==> config.mk <==
export PLATFORM = sky130hd
export DESIGN_NAME = tmw_timer
export DESIGN_NICKNAME = d
export VERILOG_FILES = /design/src/tmw_pkg.sv /design/src/tmw_timer.sv
export SDC_FILE = /design/constraint.sdc
export NUM_CORES = 1
export LEC_CHECK = 0
export BUFFER_PORTS_ARGS = -buffer_cell sky130_fd_sc_hd__buf_2
export CAP_MARGIN = 20
export CORE_ASPECT_RATIO = 1.5
export CORE_MARGIN = 2
export CORE_UTILIZATION = 26
export CTS_BUF_LIST = sky130_fd_sc_hd__clkbuf_8
export CTS_CLUSTER_DIAMETER = 200
export DETAILED_ROUTE_END_ITERATION = 10
export PLACE_DENSITY = 0.4
export SYNTH_ARGS = -nofsm -noshare
export SYNTH_HDL_FRONTEND = slang
export SYNTH_SLANG_ARGS = --single-unit
==> constraint.sdc <==
create_clock -name core_clk -period 3.4 [get_ports core_clk]
set_input_delay 0.51 -clock core_clk [delete_from_list [all_inputs] [get_ports core_clk]]
set_output_delay 0.51 -clock core_clk [all_outputs]
set_load 0.005 [all_outputs]
==> src/tmw_pkg.sv <==
package tmw_pkg;
    localparam logic [5:0] OFS_CTRL_B = 6'h2e;
    localparam logic [5:0] OFS_CTRL_A = 6'h2f;
    localparam logic [5:0] OFS_CNT_L = 6'h2c;
    localparam logic [5:0] OFS_CNT_H = 6'h2d;
    localparam logic [5:0] OFS_CMPA_L = 6'h2a;
    localparam logic [5:0] OFS_CMPA_H = 6'h2b;
    localparam logic [5:0] OFS_CMPB_L = 6'h28;
    localparam logic [5:0] OFS_CMPB_H = 6'h29;
    localparam logic [5:0] OFS_CAP_L = 6'h24;
    localparam logic [5:0] OFS_CAP_H = 6'h25;
    localparam logic [7:0] CTRL_A_RESET = 8'h00;
    localparam logic [7:0] CTRL_B_RESET = 8'h00;
    localparam logic [7:0] CTRL_B_WMASK = 8'hdf;
    localparam logic [15:0] TOP_MAX = 16'hffff;
    localparam logic [15:0] TOP_8BIT = 16'h00ff;
    localparam logic [15:0] TOP_9BIT = 16'h01ff;
    localparam logic [15:0] TOP_10BIT = 16'h03ff;
    localparam logic [9:0] PRESCALE_MAX = 10'h3ff;

    typedef enum logic [1:0] {TMW_NORMAL, TMW_CTC, TMW_FAST, TMW_PHASE} tmw_kind_t;
    typedef enum logic [1:0] {TMW_TOP_FIXED, TMW_TOP_CMPA, TMW_TOP_CAP} tmw_topsrc_t;
    typedef enum logic [1:0] {TMW_UPD_NOW, TMW_UPD_TOP, TMW_UPD_BOTTOM} tmw_upd_t;

    typedef struct packed {
        logic [5:0] addr;
        logic [7:0] wdata;
        logic wr;
        logic rd;
    } tmw_bus_t;

    typedef struct packed {
        tmw_kind_t kind;
        tmw_topsrc_t topsrc;
        tmw_upd_t upd;
        logic ovf_at_bottom;
        logic [15:0] fixed_top;
    } tmw_mode_t;
endpackage

==> src/tmw_timer.sv <==
`timescale 1ns/1ps
`default_nettype none
module tmw_timer (
    input wire logic core_clk,
    input wire logic nrst,
    input wire tmw_pkg::tmw_bus_t bus,
    output logic [7:0] rdata,
    input wire logic ext_clk_pin,
    input wire logic capture_input_pin,
    output logic wave_out_a,
    output logic wave_out_b,
    output logic wave_a_pin_override,
    output logic wave_b_pin_override,
    output logic overflow_flag,
    output logic capture_input_enable
);
    logic [7:0] ctrl_a_reg, ctrl_a_next, ctrl_b_reg, ctrl_b_next, hold_reg, hold_next;
    logic [15:0] cnt_reg, cnt_next, cmpa_reg, cmpa_next, cmpb_reg, cmpb_next;
    logic [15:0] bufa_reg, bufa_next, bufb_reg, bufb_next, cap_reg, cap_next;
    logic [9:0] pre_reg, pre_next;
    logic down_reg, down_next, wa_reg, wa_next, wb_reg, wb_next;
    logic ext_reg, ext_next, cap_pin_reg, cap_pin_next, block_reg, block_next;
    logic [3:0] wave_mode_select;
    logic [1:0] chan_a_output_mode, chan_b_output_mode;
    logic [2:0] clock_source_select;
    logic wave_mode_top_bit, tick, at_top, at_bottom, ovf_evt;
    logic [15:0] top;
    logic match_a, match_b, ext_fall, ext_rise, cap_edge;
    tmw_pkg::tmw_mode_t mode;

    assign chan_a_output_mode = ctrl_a_reg[7:6];
    assign chan_b_output_mode = ctrl_a_reg[5:4];
    assign wave_mode_select = {ctrl_b_reg[4:3], ctrl_a_reg[1:0]};
    assign wave_mode_top_bit = wave_mode_select[3];
    assign clock_source_select = ctrl_b_reg[2:0];

    // Mode decode; reserved mode 13 counts as plain normal mode.
    always_comb
    begin
        mode = '{tmw_pkg::TMW_NORMAL, tmw_pkg::TMW_TOP_FIXED, tmw_pkg::TMW_UPD_NOW,
                 1'b0, tmw_pkg::TOP_MAX};
        unique case (wave_mode_select)
            4'h1, 4'h2, 4'h3, 4'ha, 4'hb:
            begin
                mode.kind = tmw_pkg::TMW_PHASE;
                mode.upd = tmw_pkg::TMW_UPD_TOP;
                mode.ovf_at_bottom = 1'b1;
            end
            4'h4, 4'hc:
                mode.kind = tmw_pkg::TMW_CTC;
            4'h5, 4'h6, 4'h7, 4'he, 4'hf:
            begin
                mode.kind = tmw_pkg::TMW_FAST;
                mode.upd = tmw_pkg::TMW_UPD_TOP;
            end
            4'h8, 4'h9:
            begin
                mode.kind = tmw_pkg::TMW_PHASE;
                mode.upd = tmw_pkg::TMW_UPD_BOTTOM;
                mode.ovf_at_bottom = 1'b1;
            end
            default:
                mode.kind = tmw_pkg::TMW_NORMAL;
        endcase
        unique case (wave_mode_select[1:0])
            2'h1: mode.fixed_top = tmw_pkg::TOP_8BIT;
            2'h2: mode.fixed_top = tmw_pkg::TOP_9BIT;
            2'h3: mode.fixed_top = tmw_pkg::TOP_10BIT;
            default: mode.fixed_top = tmw_pkg::TOP_MAX;
        endcase
        if (wave_mode_select == 4'h4 || wave_mode_select == 4'h9 || wave_mode_select == 4'hb
            || wave_mode_select == 4'hf)
            mode.topsrc = tmw_pkg::TMW_TOP_CMPA;
        else if (wave_mode_select == 4'h8 || wave_mode_select == 4'ha
            || wave_mode_select == 4'hc || wave_mode_select == 4'he)
            mode.topsrc = tmw_pkg::TMW_TOP_CAP;
    end

    assign top = (mode.topsrc == tmw_pkg::TMW_TOP_CMPA) ? cmpa_reg
               : (mode.topsrc == tmw_pkg::TMW_TOP_CAP) ? cap_reg : mode.fixed_top;

    assign capture_input_enable = (mode.topsrc != tmw_pkg::TMW_TOP_CAP);
    assign ext_fall = ext_reg & ~ext_clk_pin;
    assign ext_rise = ~ext_reg & ext_clk_pin;
    assign cap_edge = capture_input_enable & cap_pin_reg & ~capture_input_pin;

    always_comb
    begin
        unique case (clock_source_select)
            3'h0: tick = 1'b0;
            3'h1: tick = 1'b1;
            3'h2: tick = (pre_reg[2:0] == 3'h7);
            3'h3: tick = (pre_reg[5:0] == 6'h3f);
            3'h4: tick = (pre_reg[7:0] == 8'hff);
            3'h5: tick = (pre_reg == tmw_pkg::PRESCALE_MAX);
            3'h6: tick = ext_fall;
            default: tick = ext_rise;
        endcase
    end

    assign at_top = (cnt_reg == top);
    assign at_bottom = (cnt_reg == 16'h0000);
    assign match_a = tick & ~block_reg & (cnt_reg == cmpa_reg);
    assign match_b = tick & ~block_reg & (cnt_reg == cmpb_reg);
    assign ovf_evt = tick & (mode.ovf_at_bottom ? (at_bottom & down_reg)
                   : (mode.kind == tmw_pkg::TMW_FAST ? at_top : cnt_reg == tmw_pkg::TOP_MAX));

    // Waveform action for one channel given its mode field.
    function automatic logic wave_step(input logic cur, input logic [1:0] om,
                                       input logic m, input logic is_a,
                                       input tmw_pkg::tmw_mode_t md, input logic down,
                                       input logic bottom_tick, input logic top_eq);
        logic r;
        r = cur;
        if (md.kind == tmw_pkg::TMW_NORMAL || md.kind == tmw_pkg::TMW_CTC)
        begin
            if (m)
                r = (om == 2'h1) ? ~cur : om[0];
        end
        else if (om == 2'h1)
        begin
            if (m && md.topsrc != tmw_pkg::TMW_TOP_FIXED && is_a)
                r = ~cur;
        end
        else if (md.kind == tmw_pkg::TMW_FAST)
        begin
            if (bottom_tick)
                r = ~om[0];
            if (m && !top_eq)
                r = om[0];
        end
        else if (m)
            r = down ? ~om[0] : om[0];
        return r;
    endfunction

    always_comb
    begin
        cnt_next = cnt_reg;
        down_next = down_reg;
        bufa_next = bufa_reg;
        bufb_next = bufb_reg;
        cap_next = cap_reg;
        cmpa_next = cmpa_reg;
        cmpb_next = cmpb_reg;
        hold_next = hold_reg;
        ctrl_a_next = ctrl_a_reg;
        ctrl_b_next = ctrl_b_reg;
        block_next = 1'b0;
        pre_next = (clock_source_select == 3'h0) ? 10'h000 : pre_reg + 10'h001;
        ext_next = ext_clk_pin;
        cap_pin_next = capture_input_pin;
        if (tick)
        begin
            if (mode.kind == tmw_pkg::TMW_PHASE)
            begin
                if (at_top)
                    down_next = 1'b1;
                else if (at_bottom)
                    down_next = 1'b0;
                cnt_next = (at_top || (down_reg && !at_bottom)) ? cnt_reg - 16'h0001
                         : cnt_reg + 16'h0001;
            end
            else
                cnt_next = (mode.kind != tmw_pkg::TMW_NORMAL && at_top) ? 16'h0000
                         : cnt_reg + 16'h0001;
            if ((mode.upd == tmw_pkg::TMW_UPD_TOP && at_top)
                || (mode.upd == tmw_pkg::TMW_UPD_BOTTOM && at_bottom))
            begin
                cmpa_next = bufa_reg;
                cmpb_next = bufb_reg;
            end
        end
        if (cap_edge)
            cap_next = cnt_reg;
        if (bus.wr)
        begin
            unique case (bus.addr)
                tmw_pkg::OFS_CTRL_A: ctrl_a_next = bus.wdata;
                tmw_pkg::OFS_CTRL_B: ctrl_b_next = bus.wdata & tmw_pkg::CTRL_B_WMASK;
                tmw_pkg::OFS_CNT_H, tmw_pkg::OFS_CMPA_H, tmw_pkg::OFS_CMPB_H, tmw_pkg::OFS_CAP_H:
                    hold_next = bus.wdata;
                tmw_pkg::OFS_CNT_L:
                begin
                    cnt_next = {hold_reg, bus.wdata};
                    block_next = 1'b1;
                end
                tmw_pkg::OFS_CMPA_L: bufa_next = {hold_reg, bus.wdata};
                tmw_pkg::OFS_CMPB_L: bufb_next = {hold_reg, bus.wdata};
                tmw_pkg::OFS_CAP_L: cap_next = {hold_reg, bus.wdata};
                default: ;
            endcase
            if (mode.upd == tmw_pkg::TMW_UPD_NOW && bus.addr == tmw_pkg::OFS_CMPA_L)
                cmpa_next = {hold_reg, bus.wdata};
            if (mode.upd == tmw_pkg::TMW_UPD_NOW && bus.addr == tmw_pkg::OFS_CMPB_L)
                cmpb_next = {hold_reg, bus.wdata};
        end
        else if (bus.rd && bus.addr == tmw_pkg::OFS_CNT_L)
            hold_next = cnt_reg[15:8];
        else if (bus.rd && bus.addr == tmw_pkg::OFS_CAP_L)
            hold_next = cap_reg[15:8];
        // Fast PWM acts at bottom on the tick that wraps the counter from top to zero.
        wa_next = wave_step(wa_reg, chan_a_output_mode, match_a, 1'b1, mode, down_reg,
                            tick & at_top, cmpa_reg == top & chan_a_output_mode[1]);
        wb_next = wave_step(wb_reg, chan_b_output_mode, match_b, 1'b0, mode, down_reg,
                            tick & at_top, cmpb_reg == top & chan_b_output_mode[1]);
    end

    always_comb
    begin
        unique case (bus.addr)
            tmw_pkg::OFS_CTRL_A: rdata = ctrl_a_reg;
            tmw_pkg::OFS_CTRL_B: rdata = ctrl_b_reg;
            tmw_pkg::OFS_CNT_L: rdata = cnt_reg[7:0];
            tmw_pkg::OFS_CMPA_L: rdata = cmpa_reg[7:0];
            tmw_pkg::OFS_CMPA_H: rdata = cmpa_reg[15:8];
            tmw_pkg::OFS_CMPB_L: rdata = cmpb_reg[7:0];
            tmw_pkg::OFS_CMPB_H: rdata = cmpb_reg[15:8];
            tmw_pkg::OFS_CAP_L: rdata = cap_reg[7:0];
            tmw_pkg::OFS_CNT_H, tmw_pkg::OFS_CAP_H: rdata = hold_reg;
            default: rdata = 8'h00;
        endcase
    end

    always_ff @(posedge core_clk)
    begin
        if (!nrst)
        begin
            ctrl_a_reg <= tmw_pkg::CTRL_A_RESET;
            ctrl_b_reg <= tmw_pkg::CTRL_B_RESET;
            hold_reg <= 8'h00;
            cnt_reg <= 16'h0000;
            cmpa_reg <= 16'h0000;
            cmpb_reg <= 16'h0000;
            bufa_reg <= 16'h0000;
            bufb_reg <= 16'h0000;
            cap_reg <= 16'h0000;
            pre_reg <= 10'h000;
            down_reg <= 1'b0;
            wa_reg <= 1'b0;
            wb_reg <= 1'b0;
            ext_reg <= 1'b0;
            cap_pin_reg <= 1'b0;
            block_reg <= 1'b0;
            overflow_flag <= 1'b0;
        end
        else
        begin
            ctrl_a_reg <= ctrl_a_next;
            ctrl_b_reg <= ctrl_b_next;
            hold_reg <= hold_next;
            cnt_reg <= cnt_next;
            cmpa_reg <= cmpa_next;
            cmpb_reg <= cmpb_next;
            bufa_reg <= bufa_next;
            bufb_reg <= bufb_next;
            cap_reg <= cap_next;
            pre_reg <= pre_next;
            down_reg <= down_next;
            wa_reg <= wa_next;
            wb_reg <= wb_next;
            ext_reg <= ext_next;
            cap_pin_reg <= cap_pin_next;
            block_reg <= block_next;
            overflow_flag <= ovf_evt;
        end
    end

    assign wave_out_a = wa_reg;
    assign wave_out_b = wb_reg;
    assign wave_a_pin_override = |chan_a_output_mode;
    assign wave_b_pin_override = |chan_b_output_mode;
endmodule
`default_nettype wire

==> results.cfg <==
[critical_path]
crit_family = simple AND/OR/NAND/NOR gates
critPathLaunchType = flop
path_cells = inv_1 > ha_1 > nor2b_4 > buf_4 > o211a_1 > o31ai_1 > nand4b_1 > and4bb_4 > nand4_1 > nand2_2 > mux2_2 > a41o_1 > a31o_2
worstSetupPathType = flop to flop
cp_max_fo = 6
max_stage_delay_ns = 0.40
cp_num_buf_inv = 2
slowest_stage = and4bb_4
cp.arrival_ns = 3.66
cp-end-kind = flop
critPathRequiredTime_ns = 3.80

[detailed_routing]
ant_nets = 0
drt-initial-drc-count = 672
vias = 9317
drt_pass1_iterations = 5
post-route-drc-count = 0
wire_per_inst_microns = 25.6
totalWireLength_microns = 44500
routed_via_density = 5.36

[power]
clockPowerShare_pct = 39.5
power_frac_seq_pct = 46.7
comb_power_share_pct = 13.8
switching_share_pct = 30.1
internal-power_mw = 2.45
switchingPower_mw = 1.06
p_per_area_mw_per_mm2 = 309
ir_drop_v = 0.000212
leakagePower_nw = 4.50
fin_total_pwr_mw = 3.50

[floorplanning]
rows = 84
die_area_sq_mm = 0.0367
die_w_microns = 157
die_h_microns = 234
start_util_pct = 26.2
core_region_area_sq_mm = 0.0348
ioPinCount = 34

[synthesis]
synthFlopType = dfxtp_1
netlist_area_sq_mm = 0.00913
netlist-cell-type-count = 79
syn-num-nets = 1173
ys_seq_elements = 136
async_reset_ff_share_pct = 0
yosysSeqAreaShare_pct = 29.8
syn_area_per_cell_sq_um = 7.99
synth_cells = 1143
synth_edf_count = 0
yosysWarnings = 0

[cells_and_area]
finalNetCount = 1280
seq_area_sq_mm = 0.00273
drive_gt1_share_pct = 24.6
synthToLayoutAreaGrowth_pct = 24.0
nFillCells = 3768
fin_cells = 1737
multi_input_area_sq_mm = 0.00601
final_util_pct = 32.6

[clocking]
clock_latency_ns = 0.49
numCtsBuffers = 17
cts_root_buf = clkbuf_8
clkSinkCount = 136
clockBufferDepth = 2
cts_tree = built
h-tree-depth = 4
clk_pin_slew_ns = 0.10

[sta]
fmax_mhz = 307
hold_slack_ns = 0.235
finalCritPeriodShare_pct = 96.0
hold_viol = 0
slew_headroom_pct = 36.5
fin_crit_ns = 3.26
tns_ns = 0
setup_viol = 0
rsz0062_at_grt = no
drv_slew = 0
finClkSkew_ns = 0.0189
tightest_slew_ns = 0.952

[hold_path]
hold_class = primary input to flop

[run_status]
run_status = completed

[grt]
grt_max_degree = 77
grt-ovfl-total = 0
track_usage_pct = 24.7
antenna_found_initial = 2
grt_pass1_wl_microns = 64400
grt_pass1_vias = 9395

[flow_run]
drv_cap = 0

[placed_design]
hpwl_microns = 34300
gp_congestion = 0.955
numPortBuffers = 33
place_inst = 1703
synth_stat cells (11+ instances only):
cell      instances  area (sq um)
xor2_1           31           272
o21a_1           37           278
nor2_1           67           251
o21ai_0          45           225
o22ai_1          18           113
a21oi_1          51           255
and2_1           11          68.8
dfxtp_1         136          2720
and3_1           11          68.8
nand4_1          11          68.8
nor2b_1          30           188
nand3_1          28           140
nand2_1         137           514
clkbuf_1         86           323
o211a_1          20           200
inv_1            34           128
nor3_1           17          85.1
a31oi_1          13          81.3
nor4_1           15          93.8
o221a_2          34           383
xnor2_1          29           254
mux2i_1          55           551
a21boi_0         33           248
o211ai_1         20           150
worst paths after layout:
kind                                         from           to  slack (ns)  cells past startpoint
worst min-delay path            capture_input_pin  cap_pin_reg        0.24                      2
worst min register to register         pre_reg[0]   pre_reg[0]        0.47                      1
worst max register to register      ctrl_a_reg[1]   cnt_reg[2]        0.14                     13
worst max-delay path                ctrl_a_reg[1]   cnt_reg[2]        0.14                     13
kinds of logic after synthesis:
group | after synthesis | share of synthesized area (%)
xor gates and xnor gates | 60 | 5.75
DFF | 136 | 29.8
buffers and inverters | 144 | 6.18
adders and majority gates | 10 | 1.37
AOI/OAI and AO/OA | 347 | 28.4
muxes | 63 | 7.39
and+or+nand+nor | 383 | 21.1
power by group through the flow:
| stage | combinational [mW] | clock (mW) | sequential [mW] |
|---|---|---|---|
| 2_1_floorplan | 0.269 | 0 | 1.66 |
| 3_3_place_gp | 0.475 | 0 | 1.67 |
| 3_5_place_dp | 0.472 | 0 | 1.67 |
| 4_1_cts | 0.474 | 1.45 | 1.63 |
| 5_1_grt | 0.508 | 1.49 | 1.64 |
| 6_report | 0.483 | 1.38 | 1.64 |
metrics by stage:
stage / instance area [sq um] / setup WS, ns
2_1_floorplan: 9130 / 0.137
3_3_place_gp: 10800 / -0.146
3_5_place_dp: 10800 / -0.133
4_1_cts: 11200 / 0.0213
5_1_grt: 11300 / 0.00895
6_report: 11300 / 0.137
routing by layer:
metal | wire, microns | track usage [%] | vias to the layer above
li1 | - | - | 4379
met1 | 16900 | 26.5 | 4535
met2 | 22600 | 44.2 | 279
met3 | 1520 | 2.97 | 122
met4 | 3480 | 17.8 | 2
met5 | 13 | 0 | -
what timing repair did:
| action | in CTS | in global routing |
|---|---|---|
| hold buffers | 0 | 0 |
| pin swaps | 1 | 7 |
| gates cloned | 0 | 0 |
| gates resized for setup | 9 | 25 |
| endpoints found under the setup margin | 7 | 46 |
| setup buffers | 0 | 1 |
cells in the final DEF (no fill, tap or decap), drive strengths merged, types with 19 or more instances in the layout:
cell / n
nand3: 28
inv: 41
nor2b: 30
nor2: 68
nor3: 19
nand2: 138
o221a: 35
a21oi: 51
o211a: 20
a21boi: 33
xnor2: 29
o211ai: 21
dfxtp: 136
mux2i: 55
o21ai: 48
buf: 197
o21a: 37
xor2: 31
final cells by class:
class | instances | share of cell area, %
Clock inverter | 14 | 1.29
Sequential cell | 136 | 24.1
Tap cell | 473 | 5.23
Multi-Input combinational cell | 863 | 53.1
Clock buffer | 17 | 2.07
Antenna cell | 2 | 0.0442
Timing Repair Buffer | 197 | 13.1
Inverter | 35 | 1.16
No activity file was read; power rests on OpenSTA's default activity.
